File: src/verilog/light_timing_pkg.sv
package light_timing_pkg;
	// Clock and oscillator rates
	localparam int CLK_KHZ = 125000;
	localparam int OSC_FULL_KHZ = 655;
	// Full-speed oscillator period in CLK cycles; half speed doubles it
	localparam int OSC_DIV = CLK_KHZ / OSC_FULL_KHZ;
	localparam int DIV_W = 10;
	localparam logic [DIV_W-1:0] OSC_DIV_CYC = DIV_W'(OSC_DIV);

	// Width field codes and cycles per conversion
	localparam logic [1:0] WIDTH_16 = 2'h0;
	localparam logic [1:0] WIDTH_12 = 2'h1;
	localparam logic [1:0] WIDTH_8 = 2'h2;
	localparam logic [1:0] WIDTH_4 = 2'h3;
	localparam logic [16:0] CYC_16 = 17'h10000;
	localparam logic [16:0] CYC_12 = 17'h01000;
	localparam logic [16:0] CYC_8 = 17'h00100;
	localparam logic [16:0] CYC_4 = 17'h00010;

	// Field positions in the command and control registers
	localparam int CMD_WIDTH_LSB = 0;
	localparam int CMD_TIMING_BIT = 5;
	localparam int CTL_RANGE_LSB = 2;

	// Range constants for k = 1..4
	localparam logic [15:0] RANGE_K1 = 16'h03CD;
	localparam logic [15:0] RANGE_K2 = 16'h0F34;
	localparam logic [15:0] RANGE_K3 = 16'h3CD0;
	localparam logic [15:0] RANGE_K4 = 16'hF340;

	// Values after reset, and the external timer limit
	localparam logic [1:0] RST_WIDTH = 2'h0;
	localparam logic [1:0] RST_RANGE = 2'h0;
	localparam logic [16:0] RST_COUNT = 17'h00000;
	localparam logic [15:0] RST_TIMER = 16'h0000;
	localparam logic [15:0] TIMER_MAX = 16'hFFFF;
endpackage : light_timing_pkg

File: src/verilog/osc_tick_gen.sv
`timescale 1ns/1ps
// Oscillator stand-in: one tick per oscillator period, built from CLK
module osc_tick_gen #(
	parameter logic [light_timing_pkg::DIV_W-1:0] DIV = light_timing_pkg::OSC_DIV_CYC
) (
	input wire logic CLK,
	input wire logic NRST,
	input wire logic half,
	output logic tick
);
	logic [light_timing_pkg::DIV_W:0] cnt;
	logic [light_timing_pkg::DIV_W:0] next_cnt;
	logic [light_timing_pkg::DIV_W:0] limit;
	logic next_tick;

	always_comb begin
		// Half speed doubles the period rather than skipping ticks
		limit = half ? {DIV, 1'b0} : {1'b0, DIV};
		next_tick = 1'b0;
		next_cnt = cnt + 1'b1;
		if (cnt >= limit - 1'b1) begin
			next_cnt = '0;
			next_tick = 1'b1;
		end
	end

	always_ff @(posedge CLK) begin
		if (!NRST) begin
			cnt <= '0;
			tick <= 1'b0;
		end else begin
			cnt <= next_cnt;
			tick <= next_tick;
		end
	end
endmodule : osc_tick_gen

File: src/verilog/light_adc_timing.sv
`timescale 1ns/1ps
// How it works
// RULE1: Internal mode ends after exactly 2^n ticks
// RULE2: Timing bit picks internal or external mode
// RULE3: Ranges 1 and 2 halve oscillator speed
// RULE4: Range field selects one of four constants
// RULE5: Internal count unsigned, at most 2^n
// RULE6: External mode publishes elapsed ticks as full scale
// RULE7: Width codes give 65536, 4096, 256, 16
// RULE8: Range codes 00..11 map to k 1..4
// RULE9: Each sync ends integration, starts next
// RULE10: Sixteen-bit tick counter; host avoids overflow
// RULE11: New settings apply at next conversion start; code drops an external conversion at once when TIMING_EXT clears
module light_adc_timing (
	input wire logic CLK,
	input wire logic NRST,
	input wire logic [1:0] WIDTH,
	input wire logic TIMING_EXT,
	input wire logic [1:0] RANGE,
	input wire logic SYNC,
	input wire logic LIGHT,
	output logic [16:0] DATA,
	output logic [15:0] COUNTER,
	output logic [16:0] FULL_SCALE,
	output logic [15:0] RANGE_CONST,
	output logic DONE,
	output logic BUSY,
	output logic OSC_HALF
);
	typedef enum logic {IDLE, RUN} state_e;

	function automatic logic [16:0] full_of(input logic [1:0] w);
		unique case (w)
			light_timing_pkg::WIDTH_16: full_of = light_timing_pkg::CYC_16;
			light_timing_pkg::WIDTH_12: full_of = light_timing_pkg::CYC_12;
			light_timing_pkg::WIDTH_8: full_of = light_timing_pkg::CYC_8;
			light_timing_pkg::WIDTH_4: full_of = light_timing_pkg::CYC_4;
		endcase
	endfunction : full_of

	function automatic logic [15:0] range_of(input logic [1:0] k);
		unique case (k)
			2'h0: range_of = light_timing_pkg::RANGE_K1;
			2'h1: range_of = light_timing_pkg::RANGE_K2;
			2'h2: range_of = light_timing_pkg::RANGE_K3;
			2'h3: range_of = light_timing_pkg::RANGE_K4;
		endcase
	endfunction : range_of

	// Light pulses come from the analog front end, outside this clock
	logic light_m;
	logic light_s;
	always_ff @(posedge CLK) begin
		if (!NRST) begin
			light_m <= 1'b0;
			light_s <= 1'b0;
		end else begin
			light_m <= LIGHT;
			light_s <= light_m;
		end
	end

	state_e state, next_state;
	logic [1:0] cfg_width, next_cfg_width;
	logic [1:0] cfg_k, next_cfg_k;
	logic cfg_ext, next_cfg_ext;
	logic [16:0] cyc, next_cyc;
	logic [16:0] acc, next_acc;
	logic [16:0] next_data, next_full;
	logic [15:0] next_counter;
	logic next_done;
	logic start_evt, end_int, end_ext, inc, tick, osc_half;
	logic [16:0] full;
	logic [16:0] cap;

	// Oscillator speed follows cfg_k while a conversion runs and the RANGE input while idle
	assign osc_half = (state == RUN) ? !cfg_k[1] : !RANGE[1]; // RULE3

	osc_tick_gen #(.DIV(light_timing_pkg::OSC_DIV_CYC)) u_osc (
		.CLK(CLK),
		.NRST(NRST),
		.half(osc_half),
		.tick(tick)
	);

	always_comb begin
		full = full_of(cfg_width); // RULE7
		// External counts are bounded by the timer, not by 2^n
		cap = cfg_ext ? {1'b0, light_timing_pkg::TIMER_MAX} : full; // RULE6
		inc = (state == RUN) && tick && light_s;
		end_int = (state == RUN) && !cfg_ext && tick && (cyc == full - 17'h1); // RULE1
		end_ext = (state == RUN) && cfg_ext && SYNC; // RULE9
		start_evt = 1'b0;
		next_state = state;
		next_cfg_width = cfg_width;
		next_cfg_k = cfg_k;
		next_cfg_ext = cfg_ext;
		next_cyc = cyc;
		next_acc = acc;
		next_data = DATA;
		next_full = FULL_SCALE;
		next_counter = COUNTER;
		next_done = 1'b0;
		if (state == RUN && tick) begin
			// External count wraps at 16 bits; the host keeps integrations short
			next_cyc = cfg_ext ? {1'b0, cyc[15:0] + 16'h1} : cyc + 17'h1; // RULE10
			if (light_s && acc < cap) begin
				next_acc = acc + 17'h1; // RULE5
			end
		end
		if (end_int || end_ext) begin
			next_done = 1'b1;
			next_data = (inc && acc < cap) ? acc + 17'h1 : acc;
			if (cfg_ext) begin
				// Closing tick counts in both, so DATA never exceeds COUNTER
				next_counter = next_cyc[15:0]; // RULE6
				next_full = {1'b0, next_cyc[15:0]}; // RULE6
			end else begin
				next_full = full; // RULE5
			end
			next_state = IDLE;
		end else if (state == RUN && cfg_ext && !TIMING_EXT) begin
			// Leaving external mode drops the open integration
			next_state = IDLE;
		end
		// Internal mode restarts at once; external waits for a sync
		if (((state == IDLE || end_int) && !TIMING_EXT) || (TIMING_EXT && SYNC)) begin // RULE2
			start_evt = (state == IDLE) || end_int || end_ext;
		end
		if (start_evt) begin
			next_state = RUN;
			next_cfg_width = WIDTH; // RULE11
			next_cfg_k = RANGE; // RULE8
			next_cfg_ext = TIMING_EXT; // RULE2
			next_cyc = light_timing_pkg::RST_COUNT;
			next_acc = light_timing_pkg::RST_COUNT;
		end
	end

	always_ff @(posedge CLK) begin
		if (!NRST) begin
			state <= IDLE;
			cfg_width <= light_timing_pkg::RST_WIDTH;
			cfg_k <= light_timing_pkg::RST_RANGE;
			cfg_ext <= 1'b0;
			cyc <= light_timing_pkg::RST_COUNT;
			acc <= light_timing_pkg::RST_COUNT;
			DATA <= light_timing_pkg::RST_COUNT;
			FULL_SCALE <= light_timing_pkg::RST_COUNT;
			COUNTER <= light_timing_pkg::RST_TIMER;
			RANGE_CONST <= light_timing_pkg::RANGE_K1;
			DONE <= 1'b0;
			BUSY <= 1'b0;
			OSC_HALF <= 1'b1;
		end else begin
			state <= next_state;
			cfg_width <= next_cfg_width;
			cfg_k <= next_cfg_k;
			cfg_ext <= next_cfg_ext;
			cyc <= next_cyc;
			acc <= next_acc;
			DATA <= next_data;
			FULL_SCALE <= next_full;
			COUNTER <= next_counter;
			RANGE_CONST <= range_of(next_cfg_k); // RULE4
			DONE <= next_done;
			BUSY <= (next_state == RUN);
			OSC_HALF <= !next_cfg_k[1]; // RULE3
		end
	end
endmodule : light_adc_timing

File: config.mk
export PLATFORM = sky130hd
export DESIGN_NAME = light_adc_timing
export DESIGN_NICKNAME = d
export VERILOG_FILES = /design/src/verilog/light_timing_pkg.sv /design/src/verilog/osc_tick_gen.sv /design/src/verilog/light_adc_timing.sv
export SDC_FILE = /design/constraint.sdc
export NUM_CORES = 1
export LEC_CHECK = 0
export BUFFER_PORTS_ARGS = -buffer_cell sky130_fd_sc_hd__buf_2
export CAP_MARGIN = 30
export CORE_MARGIN = 2
export CORE_UTILIZATION = 55
export CTS_BUF_LIST = sky130_fd_sc_hd__clkbuf_8
export CTS_CLUSTER_DIAMETER = 100
export DETAILED_ROUTE_END_ITERATION = 8
export PLACE_DENSITY_LB_ADDON = 0.08
export SYNTH_ARGS = -nofsm -noshare
export SYNTH_HDL_FRONTEND = slang
export SYNTH_HIERARCHICAL = 1
export SYNTH_SLANG_ARGS = --single-unit
File: constraint.sdc
create_clock -name CLK -period 6 [get_ports CLK]
set_input_delay 0.9 -clock CLK [delete_from_list [all_inputs] [get_ports CLK]]
set_output_delay 0.9 -clock CLK [all_outputs]
set_load 0.02 [all_outputs]
# After elaboration in Yosys (flattened, before gate mapping)
# Index checks and enable logic that the tools add are counted.
[classes] addsub=6 multipliers=0 div_mod_pow=0 n_lt_le_gt_ge=2 eq_ne=7 shift=0 muxes=16 bitwise_logic=2 n_reduce_logical=28
[op_table] op="$mux 17" count=4
[op_table] op="$pmux 17 s4" count=1
[op_table] op="$pmux 16 s4" count=1
[op_table] op="$add 17x1->17 const B" count=2
[op_table] op="$eq 17x17->1" count=1
[op_table] op="$lt 17x17->1" count=1
[op_table] op="$sub 17x1->17 const B" count=1
[op_table] op="$add 16x1->16 const B" count=1
[op_table] op="$mux 16" count=1
[op_table] op="$logic_and 1x1->1" count=12
[op_table] op="$add 11x1->11 const B" count=1
[op_table] op="$ge 11x11->1" count=1
[op_table] op="$sub 11x1->11 const B" count=1
[op_table] op="$mux 9" count=1
[op_table] op="$eq 2x2->1 const B" count=4
[op_table] op="$mux 1" count=7
[op_table] op="$logic_not 1->1" count=5
[op_table] op="$eq 2x1->1 const B" count=2
[op_table] op="$logic_not 2->1" count=2
[op_table] op="$logic_or 1x1->1" count=4
[op_table] op="$reduce_and 2->1" count=2
[op_table] op="$reduce_or 2->1" count=2
[op_table] op="$reduce_bool 3->1" count=1
[op_table] op="$mux 2" count=1
[op_table] op="$not 1->1" count=2
[word_totals] ff_bits=122 latchBits=0 ramBits=0 mem_bits_ro=0 in_bits=9 memories=0

# Depth between registers and ports, before layout
# Gate-level depths: netlist of run 1.
[depth] word_depth=12 depth_mapped=12 depth_no_buf=10

# Hierarchy
# The synthesis of run 1 kept the hierarchy.
[by_module_without_submodules] mod="light_adc_timing" n_inst=1 cells_each=539 area_each_um2=4697.0
[by_module_without_submodules] mod="osc_tick_gen" n_inst=1 cells_each=62 area_each_um2=576.8

# Least setup slack after synthesis of run 1
# Ideal clock, no wire load.
[synth_timing] path_type="flip-flop to flip-flop" startpoint="reg cfg_width[1]" endpoint="reg RANGE_CONST[11]" arrival_time_ns=3.240 required_time_ns=5.885 slack_ns=2.645 stages_incl_launch_ff=11 synth_period_minus_slack_ns=3.355 path_cell_list="dfxtp_1 -> nand2_1 -> ha_1 -> or4_1 -> a2111o_1 -> or4_1 -> buf_4 -> a31oi_4 -> mux2_2 -> ha_1 -> and2_1"
[synth_between] elab_chain_cells=12 elab_cells_between_ends=19
[synth_rtl] item="from (decl)" line_no="light_adc_timing.sv:64" text="logic [1:0] cfg_width, next_cfg_width;"
[synth_rtl] item="from (signal assigned)" line_no="light_adc_timing.sv:143" text="cfg_width <= light_timing_pkg::RST_WIDTH;"
[synth_rtl] item="from (signal assigned)" line_no="light_adc_timing.sv:157" text="cfg_width <= next_cfg_width;"
[synth_rtl] item="$eq 2x2->1 (tied with other cells)" line_no="light_adc_timing.sv:33" text="unique case (w)"
[synth_rtl] item="$pmux 17 s4 *" line_no="light_adc_timing.sv:33"
[synth_rtl] item="$sub 17x1->17 *" line_no="light_adc_timing.sv:91" text="end_int = (state == RUN) && !cfg_ext && tick && (cyc == full - 17'h1);"
[synth_rtl] item="$eq 17x17->1 *" line_no="light_adc_timing.sv:91"
[synth_rtl] item="$logic_and 1x1->1 *" line_no="light_adc_timing.sv:91"
[synth_rtl] item="$logic_or 1x1->1 *" line_no="light_adc_timing.sv:127, light_adc_timing.sv:128"
[synth_rtl] item="$logic_and 1x1->1" line_no="light_adc_timing.sv:127" text="if (((state == IDLE || end_int) && !TIMING_EXT) || (TIMING_EXT && SYNC)) begin"
[synth_rtl] item="$logic_or 1x1->1" line_no="light_adc_timing.sv:127"
[synth_rtl] item="$mux 1 *" line_no="light_adc_timing.sv:127"
[synth_rtl] item="$mux 2 *" line_no="light_adc_timing.sv:130" text="if (start_evt) begin"
[synth_rtl] item="$eq 2x2->1 (tied with other cells)" line_no="light_adc_timing.sv:42" text="unique case (k)"
[synth_rtl] item="$pmux 16 s4 *" line_no="light_adc_timing.sv:42"
[synth_rtl] item="to (signal assigned)" line_no="light_adc_timing.sv:151" text="RANGE_CONST <= light_timing_pkg::RANGE_K1;"
[synth_rtl] item="to (signal assigned)" line_no="light_adc_timing.sv:165" text="RANGE_CONST <= range_of(next_cfg_k);"
[synth_rtl] item="to (decl)" line_no="light_adc_timing.sv:25" text="output logic [15:0] RANGE_CONST,"
# Every way passes the cells marked *; elsewhere a longest branch is shown, timed or not. The select of a mux whose other input is x is not followed.
# A chain may end at the register's enable or synchronous reset.

# Worst setup path after layout of run 1
[layout_timing] startpoint="reg cfg_ext" endpoint="reg DATA[4]"
[layout_between] elab_chain_cells=5 elab_cells_between_ends=11
[layout_rtl] item="from (decl)" line_no="light_adc_timing.sv:66" text="logic cfg_ext, next_cfg_ext;"
[layout_rtl] item="from (signal assigned)" line_no="light_adc_timing.sv:159" text="cfg_ext <= next_cfg_ext;"
[layout_rtl] item="branches (longest 5 deep; another with $lt 17x17->1)"
[layout_rtl] item="to (signal assigned)" line_no="light_adc_timing.sv:148" text="DATA <= light_timing_pkg::RST_COUNT;"
[layout_rtl] item="to (signal assigned)" line_no="light_adc_timing.sv:162" text="DATA <= next_data;"
[layout_rtl] item="to (decl)" line_no="light_adc_timing.sv:22" text="output logic [16:0] DATA,"
# Several ways; the timed one is not identified.

==> results of run 1 <==
==> critical path, delay by kind of cell (launching register included) <==
kind,cells,cell delay [ns]
compound gates,3,1.30
fa+ha+maj,1,0.38
flops,1,0.53
simple gates,3,1.41
buf+inv,1,0.36
==> flip-flops by register name, indices dropped and copies added (netlist names), named ones only <==
name	count
cfg_width	2
light_m	1
cyc	17
u_osc/tick	1
u_osc/cnt	11
RANGE_CONST	8
DATA	17
DONE	1
acc	17
light_s	1
cfg_ext	1
FULL_SCALE	17
state	1
COUNTER	16
==> power groups by stage <==
stage / clock network, W / registers [W] / logic (W)
after floorplan: 0 / 0.000796 / 0.0000835
after global placement: 0 / 0.000789 / 0.000115
after detailed placement: 0 / 0.000790 / 0.000119
after CTS: 0.000676 / 0.000773 / 0.000119
after global routing: 0.000710 / 0.000774 / 0.000132
final: 0.000667 / 0.000773 / 0.000119
==> layout make-up <==
class	instances	area, um2	share of cell area (%)
Inverter	12	45.0	0.747
Tap cell	129	161	2.68
Sequential cell	113	2260	37.5
Clock inverter	15	135	2.24
Timing Repair Buffer	81	425	7.06
Multi-Input combinational cell	437	2760	45.9
Clock buffer	17	234	3.88
==> synthesized netlist by cell type (all sizes together) <==
cell / number
a2111o: 1
nor4: 3
and2: 9
nor4bb: 1
mux2i: 5
o2111a: 1
inv: 12
clkbuf: 19
nor3: 8
or3: 4
o211ai: 15
xor2: 11
a21oi: 41
and4: 3
mux2: 3
conb: 2
a221o: 2
a21o: 3
a31oi: 4
nor2b: 5
a32oi: 10
or2: 2
nand2: 55
xnor2: 14
o311a: 1
nor2: 74
nand4b: 1
o2111ai: 2
nand2b: 3
or4: 12
a211oi: 11
nand3b: 1
a41o: 1
buf: 20
or4b: 2
o31ai: 11
ha: 30
a221oi: 3
nand3: 33
and3: 5
dfxtp: 113
o21ai: 22
nand4: 23
==> metrics by stage <==
| stage | std cells | hold slack, ns | area, um2 |
|---|---|---|---|
| final | 804 | 0.439 | 6030 |
| after global routing | 804 | 0.458 | 6030 |
| after CTS | 803 | 0.444 | 6010 |
| after detailed placement | 771 | 0.429 | 5640 |
| after global placement | 771 | 0.418 | 5640 |
| after floorplan | 601 | 0.412 | 5270 |
==> layer usage <==
layer | global-route usage [%] | part of all wire, % | vias to the layer above
li1 | - | - | 2285
met1 | 34.6 | 48 | 2176
met2 | 38.0 | 46 | 125
met3 | 5.95 | 5.4 | 18
met4 | 6.97 | 1.3 | 0
met5 | 0 | 0 | -
==> how the worst max path moves through the flow <==
stage | from | endpoint | slack [ns] | cells after the start
finish | cfg_ext | DATA[4] | 1.95 | 8
global route | cfg_ext | DATA[4] | 1.62 | 8
CTS | cfg_ext | DATA[4] | 2.02 | 8
detailed placement | cfg_ext | DATA[4] | 2.07 | 8
global placement | cfg_ext | DATA[4] | 2.26 | 8
floorplan | cfg_width[1] | RANGE_CONST[11] | 2.65 | 10
==> cells by family (layout without fill, tap and decap cells) <==
| kind of cell | Yosys count | in the layout | synth area share (%) |
|---|---|---|---|
| AO/OA/AOI/OAI | 128 | 128 | 16.7 |
| XOR/XNOR | 25 | 25 | 4.15 |
| adder cells (fa/ha/maj) | 30 | 30 | 7.12 |
| buffers and inverters | 51 | 125 | 4.79 |
| flip-flops | 113 | 113 | 42.9 |
| multiplexers | 8 | 8 | 1.59 |
| other | 2 | 2 | 0.142 |
| AND/OR/NAND/NOR | 244 | 244 | 22.7 |
==> results by group, run 1 <==
Run status
  – Status: finished, final reports clean

Timing
  – Final setup fails: 0
  – Crit share post-route: 67.6%
  – Skew final: 0.0157 ns
  – Fmax: 247 MHz
  – Slew @ Worst Pin: 0.908 ns
  – Fin Setup TNS: 0 ns
  – Fin crit period: 4.05 ns
  – RSZ-0062 raised after global routing: no
  – Slew Viols, Final: 0
  – Final hold viol count: 0
  – Max_slew headroom: 39.4%
  – Setup ws final: 1.95 ns

Route
  – Drt wl/cell: 15.5 um
  – Antenna-violating nets left: 0
  – Post-DR vias/cell: 5.73
  – Drt pass-1 iters: 4
  – Detailed Route WL: 12400 um
  – Initial DRC Count: 242
  – DRC viols: 0
  – Vias post-DR: 4604

Global routing
  – Number of global-route vias before repair: 4123
  – Initial antenna violation count: 0
  – First-pass GRT wire length: 20200 um
  – Total global-route track usage: 24.6%
  – GRT overflow: 0
  – Largest net degree at the start of global routing: 46

Synthesis
  – Syn. warnings: 6
  – Avg Inst Size Synth: 8.78 um2
  – Synth top area share: 42.9%
  – Yosys top cell by area: dfxtp_1
  – Syn Nets: 640
  – Yosys cell types: 52
  – Synthesized instance count: 601
  – Cell Area, Synth: 0.00527 mm2
  – Flops & latches, synth: 113
  – Register area share after synthesis: 42.9%
  – Largest cells by area after synthesis: dfxtp_1 (43%), ha_1 (7.1%), nor2_1 (5.3%)

Cells and area
  – Most frequent cells in the layout: dfxtp_1 (113), buf_2 (76), nor2_1 (74)
  – Final #Nets: 701
  – Finished Core Util: 64.9%
  – Commonest non-fill, non-tap cell in the layout: dfxtp_1
  – Layout cells sized above 1: 18.4%
  – ANT cells: 0
  – Synth-to-Final Area Change: 14.3%
  – Number of fill cells: 818

Power
  – Power Total: 0.00156 W
  – Leak: 2.40 nW
  – Power Internal: 0.00113 W
  – Switch Pwr: 0.000428 W
  – Sequential fraction of design power: 49.6%
  – Peak supply drop: 226 uV
  – PD cells: 259 mW/mm2
  – Logic pwr share: 7.6%
  – Switching share of power: 27.5%
  – Clock Power Share: 42.8%

Worst setup path
  – Crit-path cells: inv_1, ha_1, and3_1, a221o_1, a221oi_1, nand3_1, or4_1, a31oi_1
  – Required time worst endpoint: 6.34 ns
  – Data arrival, critical path: 4.40 ns
  – Slowest CP cell: a221oi_1
  – Reg2reg setup slack: 1.95 ns
  – CP Capture Type: register
  – Critical path type: register to register
  – Critical Path Fanout Max: 16
  – CP Launch Type: register
  – Worst R2R Path Depth: 8
  – R2R Path End: DATA[4]
  – Slowest stage delay, CP: 0.72 ns
  – Worst reg2reg startpoint: cfg_ext

Clock tree
  – Setup bufs post-CTS: 0
  – CTS tree: done
  – Worst skew pair latency: 0.43 ns
  – CTS max path bufs: 2
  – Num CTS Buffers: 17
  – Clock-pin slew on the worst setup and hold paths: 0.07 ns
  – CTS sink count: 113
  – Gates resized, CTS repair: 0
  – H-tree levels: 4
  – CTS Hold Bufs: 0
  – Clk Tree Root Cell: clkbuf_8

Die
  – Die Span Y: 102 um
  – Initial Util: 56.8%
  – Die width: 102 um
  – Core Area: 0.00928 mm2
  – Die footprint: 0.0104 mm2
  – Row cnt: 35
  – I/O pins: 78

Placed design
  – Post-detail-place hpwl: 8600 um
  – Routability-driven placement congestion ratio: 0.874
  – PortBufs: 76
  – DP Worst Slack: 2.07 ns

Min path
  – Hold path start: light_m
  – Worst Hold Path Cells: 1
  – Worst Hold End: light_s
  – Hold Crit Class: register to register

Run
  – Max-Cap Viols: 0
Power figures use the tool's default switching activity.
==> run 2: changes to the inputs <==
--- a/config.mk
+++ b/config.mk
@@ -8,7 +8,7 @@
 export BUFFER_PORTS_ARGS = -buffer_cell sky130_fd_sc_hd__buf_2
 export CAP_MARGIN = 30
 export CORE_MARGIN = 2
-export CORE_UTILIZATION = 55
+export CORE_UTILIZATION = 53
 export CTS_BUF_LIST = sky130_fd_sc_hd__clkbuf_8
 export CTS_CLUSTER_DIAMETER = 100
 export DETAILED_ROUTE_END_ITERATION = 8
==> constraint.sdc (replaced) <==
create_clock -name CLK -period 3.35 [get_ports CLK]
set_input_delay 0.5025 -clock CLK [delete_from_list [all_inputs] [get_ports CLK]]
set_output_delay 0.5025 -clock CLK [all_outputs]
set_load 0.02 [all_outputs]
==> results by group, run 2 (synthesis gave the netlist of run 1 again) <==
Global routing
  – GRT overflow: 0
  – Total global-route track usage: 24.2%
  – Number of global-route vias before repair: 4386
  – First-pass GRT wire length: 21100 um
  – Largest net degree at the start of global routing: 46
  – Initial antenna violation count: 0

Cells and area
  – Register area: 0.00226 mm2
  – Final #Nets: 718
  – Area of the multi-input gates: 0.00278 mm2
  – Most frequent cells in the layout: dfxtp_1 (113), buf_2 (76), nor2_1 (74)
  – Finished Core Util: 64.1%
  – Layout cells sized above 1: 20.5%
  – Synth-to-Final Area Change: 18.3%
  – ANT cells: 0
  – Commonest non-fill, non-tap cell in the layout: dfxtp_1
  – Number of fill cells: 892

Die
  – Core Area: 0.00973 mm2
  – I/O pins: 78
  – Die width: 104 um
  – Die footprint: 0.0108 mm2
  – Die Span Y: 104 um
  – Initial Util: 54.2%
  – Row cnt: 36

Route
  – Antenna-violating nets left: 0
  – Post-DR vias/cell: 5.73
  – Vias post-DR: 4731
  – Initial DRC Count: 214
  – Detailed Route WL: 12700 um
  – DRC viols: 0
  – Drt pass-1 iters: 6
  – Drt wl/cell: 15.4 um

Clock tree
  – CTS max path bufs: 2
  – CTS sink count: 113
  – H-tree levels: 4
  – Clk Tree Root Cell: clkbuf_8
  – Num CTS Buffers: 17
  – Worst skew pair latency: 0.44 ns
  – CTS tree: done
  – Clock-pin slew on the worst setup and hold paths: 0.07 ns
  – CTS Hold Bufs: 0

Worst setup path
  – Crit. Startpoint: cfg_width[0]
  – CP top delay family: simple AND/OR/NAND/NOR gates
  – CP Launch Type: register
  – Critical Path Fanout Max: 4
  – Slowest CP cell: or4_1
  – Critical path type: register to register
  – Buf+Inv Stages, Crit Path: 0
  – Slowest stage delay, CP: 0.53 ns
  – CP Capture Type: register
  – Crit-path cells: nand2b_1, ha_1, or4_1, a2111o_1, or4_4, a31oi_4, mux2_4, ha_1, and2_1
  – Data arrival, critical path: 3.58 ns
  – Required time worst endpoint: 3.68 ns
  – Worst reg2reg startpoint: cfg_width[0]
  – Most used cell, CP: ha_1

Timing
  – Slew @ Worst Pin: 0.592 ns
  – WHS: 0.290 ns
  – Fmax: 308 MHz
  – Fin crit period: 3.24 ns
  – Skew final: 0.00744 ns
  – Crit share post-route: 96.8%
  – Final setup fails: 0
  – Slew Viols, Final: 0
  – Final hold viol count: 0
  – Max_slew headroom: 60.2%

Power
  – Leak: 2.51 nW
  – Peak supply drop: 242 uV
  – PD cells: 467 mW/mm2

Placed design
  – Routability-driven placement congestion ratio: 0.908
  – Post-detail-place hpwl: 9100 um
  – PortBufs: 76

Min path
  – Hold Crit Class: primary input to register
  – Hold path start: LIGHT

Run status
  – Status: finished, final reports clean

Run
  – Max-Cap Viols: 0
run 2: changes by cell type in the layout (fill, tap and decap cells not counted), moves of 2 or more:
| cell | previous run | this run |
|---|---|---|
| buf_12 | 0 | 3 |
| buf_4 | 4 | 19 |
| clkinv_2 | 3 | 0 |
| clkinv_4 | 3 | 5 |
| mux2_2 | 3 | 1 |
| mux2_4 | 0 | 2 |
run 2: repair_timing:
| item | in CTS | in global routing |
|---|---|---|
| endpoints found under the hold margin | 0 | 0 |
| cloned | 0 | 0 |
| buffers inserted | 0 | 1 |
| resized for setup | 1 | 2 |
| pin swaps | 0 | 1 |
| setup endpoints to repair | 1 | 2 |
run 2: final cells by class:
| type | count | share of cell area, % |
|---|---|---|
| clock buffer | 18 | 3.97 |
| clock inverter | 14 | 2.55 |
| tap | 133 | 2.67 |
| timing repair buffer | 98 | 9.35 |
| multi-input combinational | 437 | 44.5 |
| sequential | 113 | 36.3 |
| inverter | 12 | 0.722 |
run 2: power breakdown:
part,leakage (nW),switching [W],total [W],internal [W]
combinational,1.41,0.000153,0.000239,0.0000862
sequential,0.915,0.0000139,0.00138,0.00137
clock,0.188,0.000606,0.00129,0.000688
run 2: metrics by stage:
step | worst slack [ns] | area (um2) | instances | setup TNS [ns] | total power, W
finish | 0.107 | 6240 | 825 | 0 | 0.00291
global route | -0.00108 | 6240 | 825 | -0.00108 | 0.00302
CTS | 0.0381 | 6220 | 824 | 0 | 0.00294
detailed placement | 0.0428 | 5810 | 792 | 0 | 0.00164
global placement | 0.123 | 5810 | 792 | 0 | 0.00164
floorplan | 0.0152 | 5270 | 601 | 0 | 0.00157
run 2: layer usage:
layer  up-vias  share of wire, %  wire (um)  track usage, %
li1       2328                 -          -               -
met1      2247                44       5620            30.9
met2       134                48       6080            39.4
met3        22               5.9        749            5.73
met4         0               1.8        227            9.94
met5         -                 0          0               0
run 2: worst paths after layout:
check,endpoint,depth (start not counted),slack (ns)
max,RANGE_CONST[11],9,0.11
min,light_m,2,0.29
max reg2reg,RANGE_CONST[11],9,0.11
min reg2reg,light_s,1,0.43
run 2: worst register-to-register path, cell delays in order, from the launching register on:
cell      delay [ns]
dfxtp_1         0.33
nand2b_1        0.17
ha_1            0.20
or4_1           0.53
a2111o_1        0.44
or4_4           0.45
a31oi_4         0.20
mux2_4          0.36
ha_1            0.30
and2_1          0.15
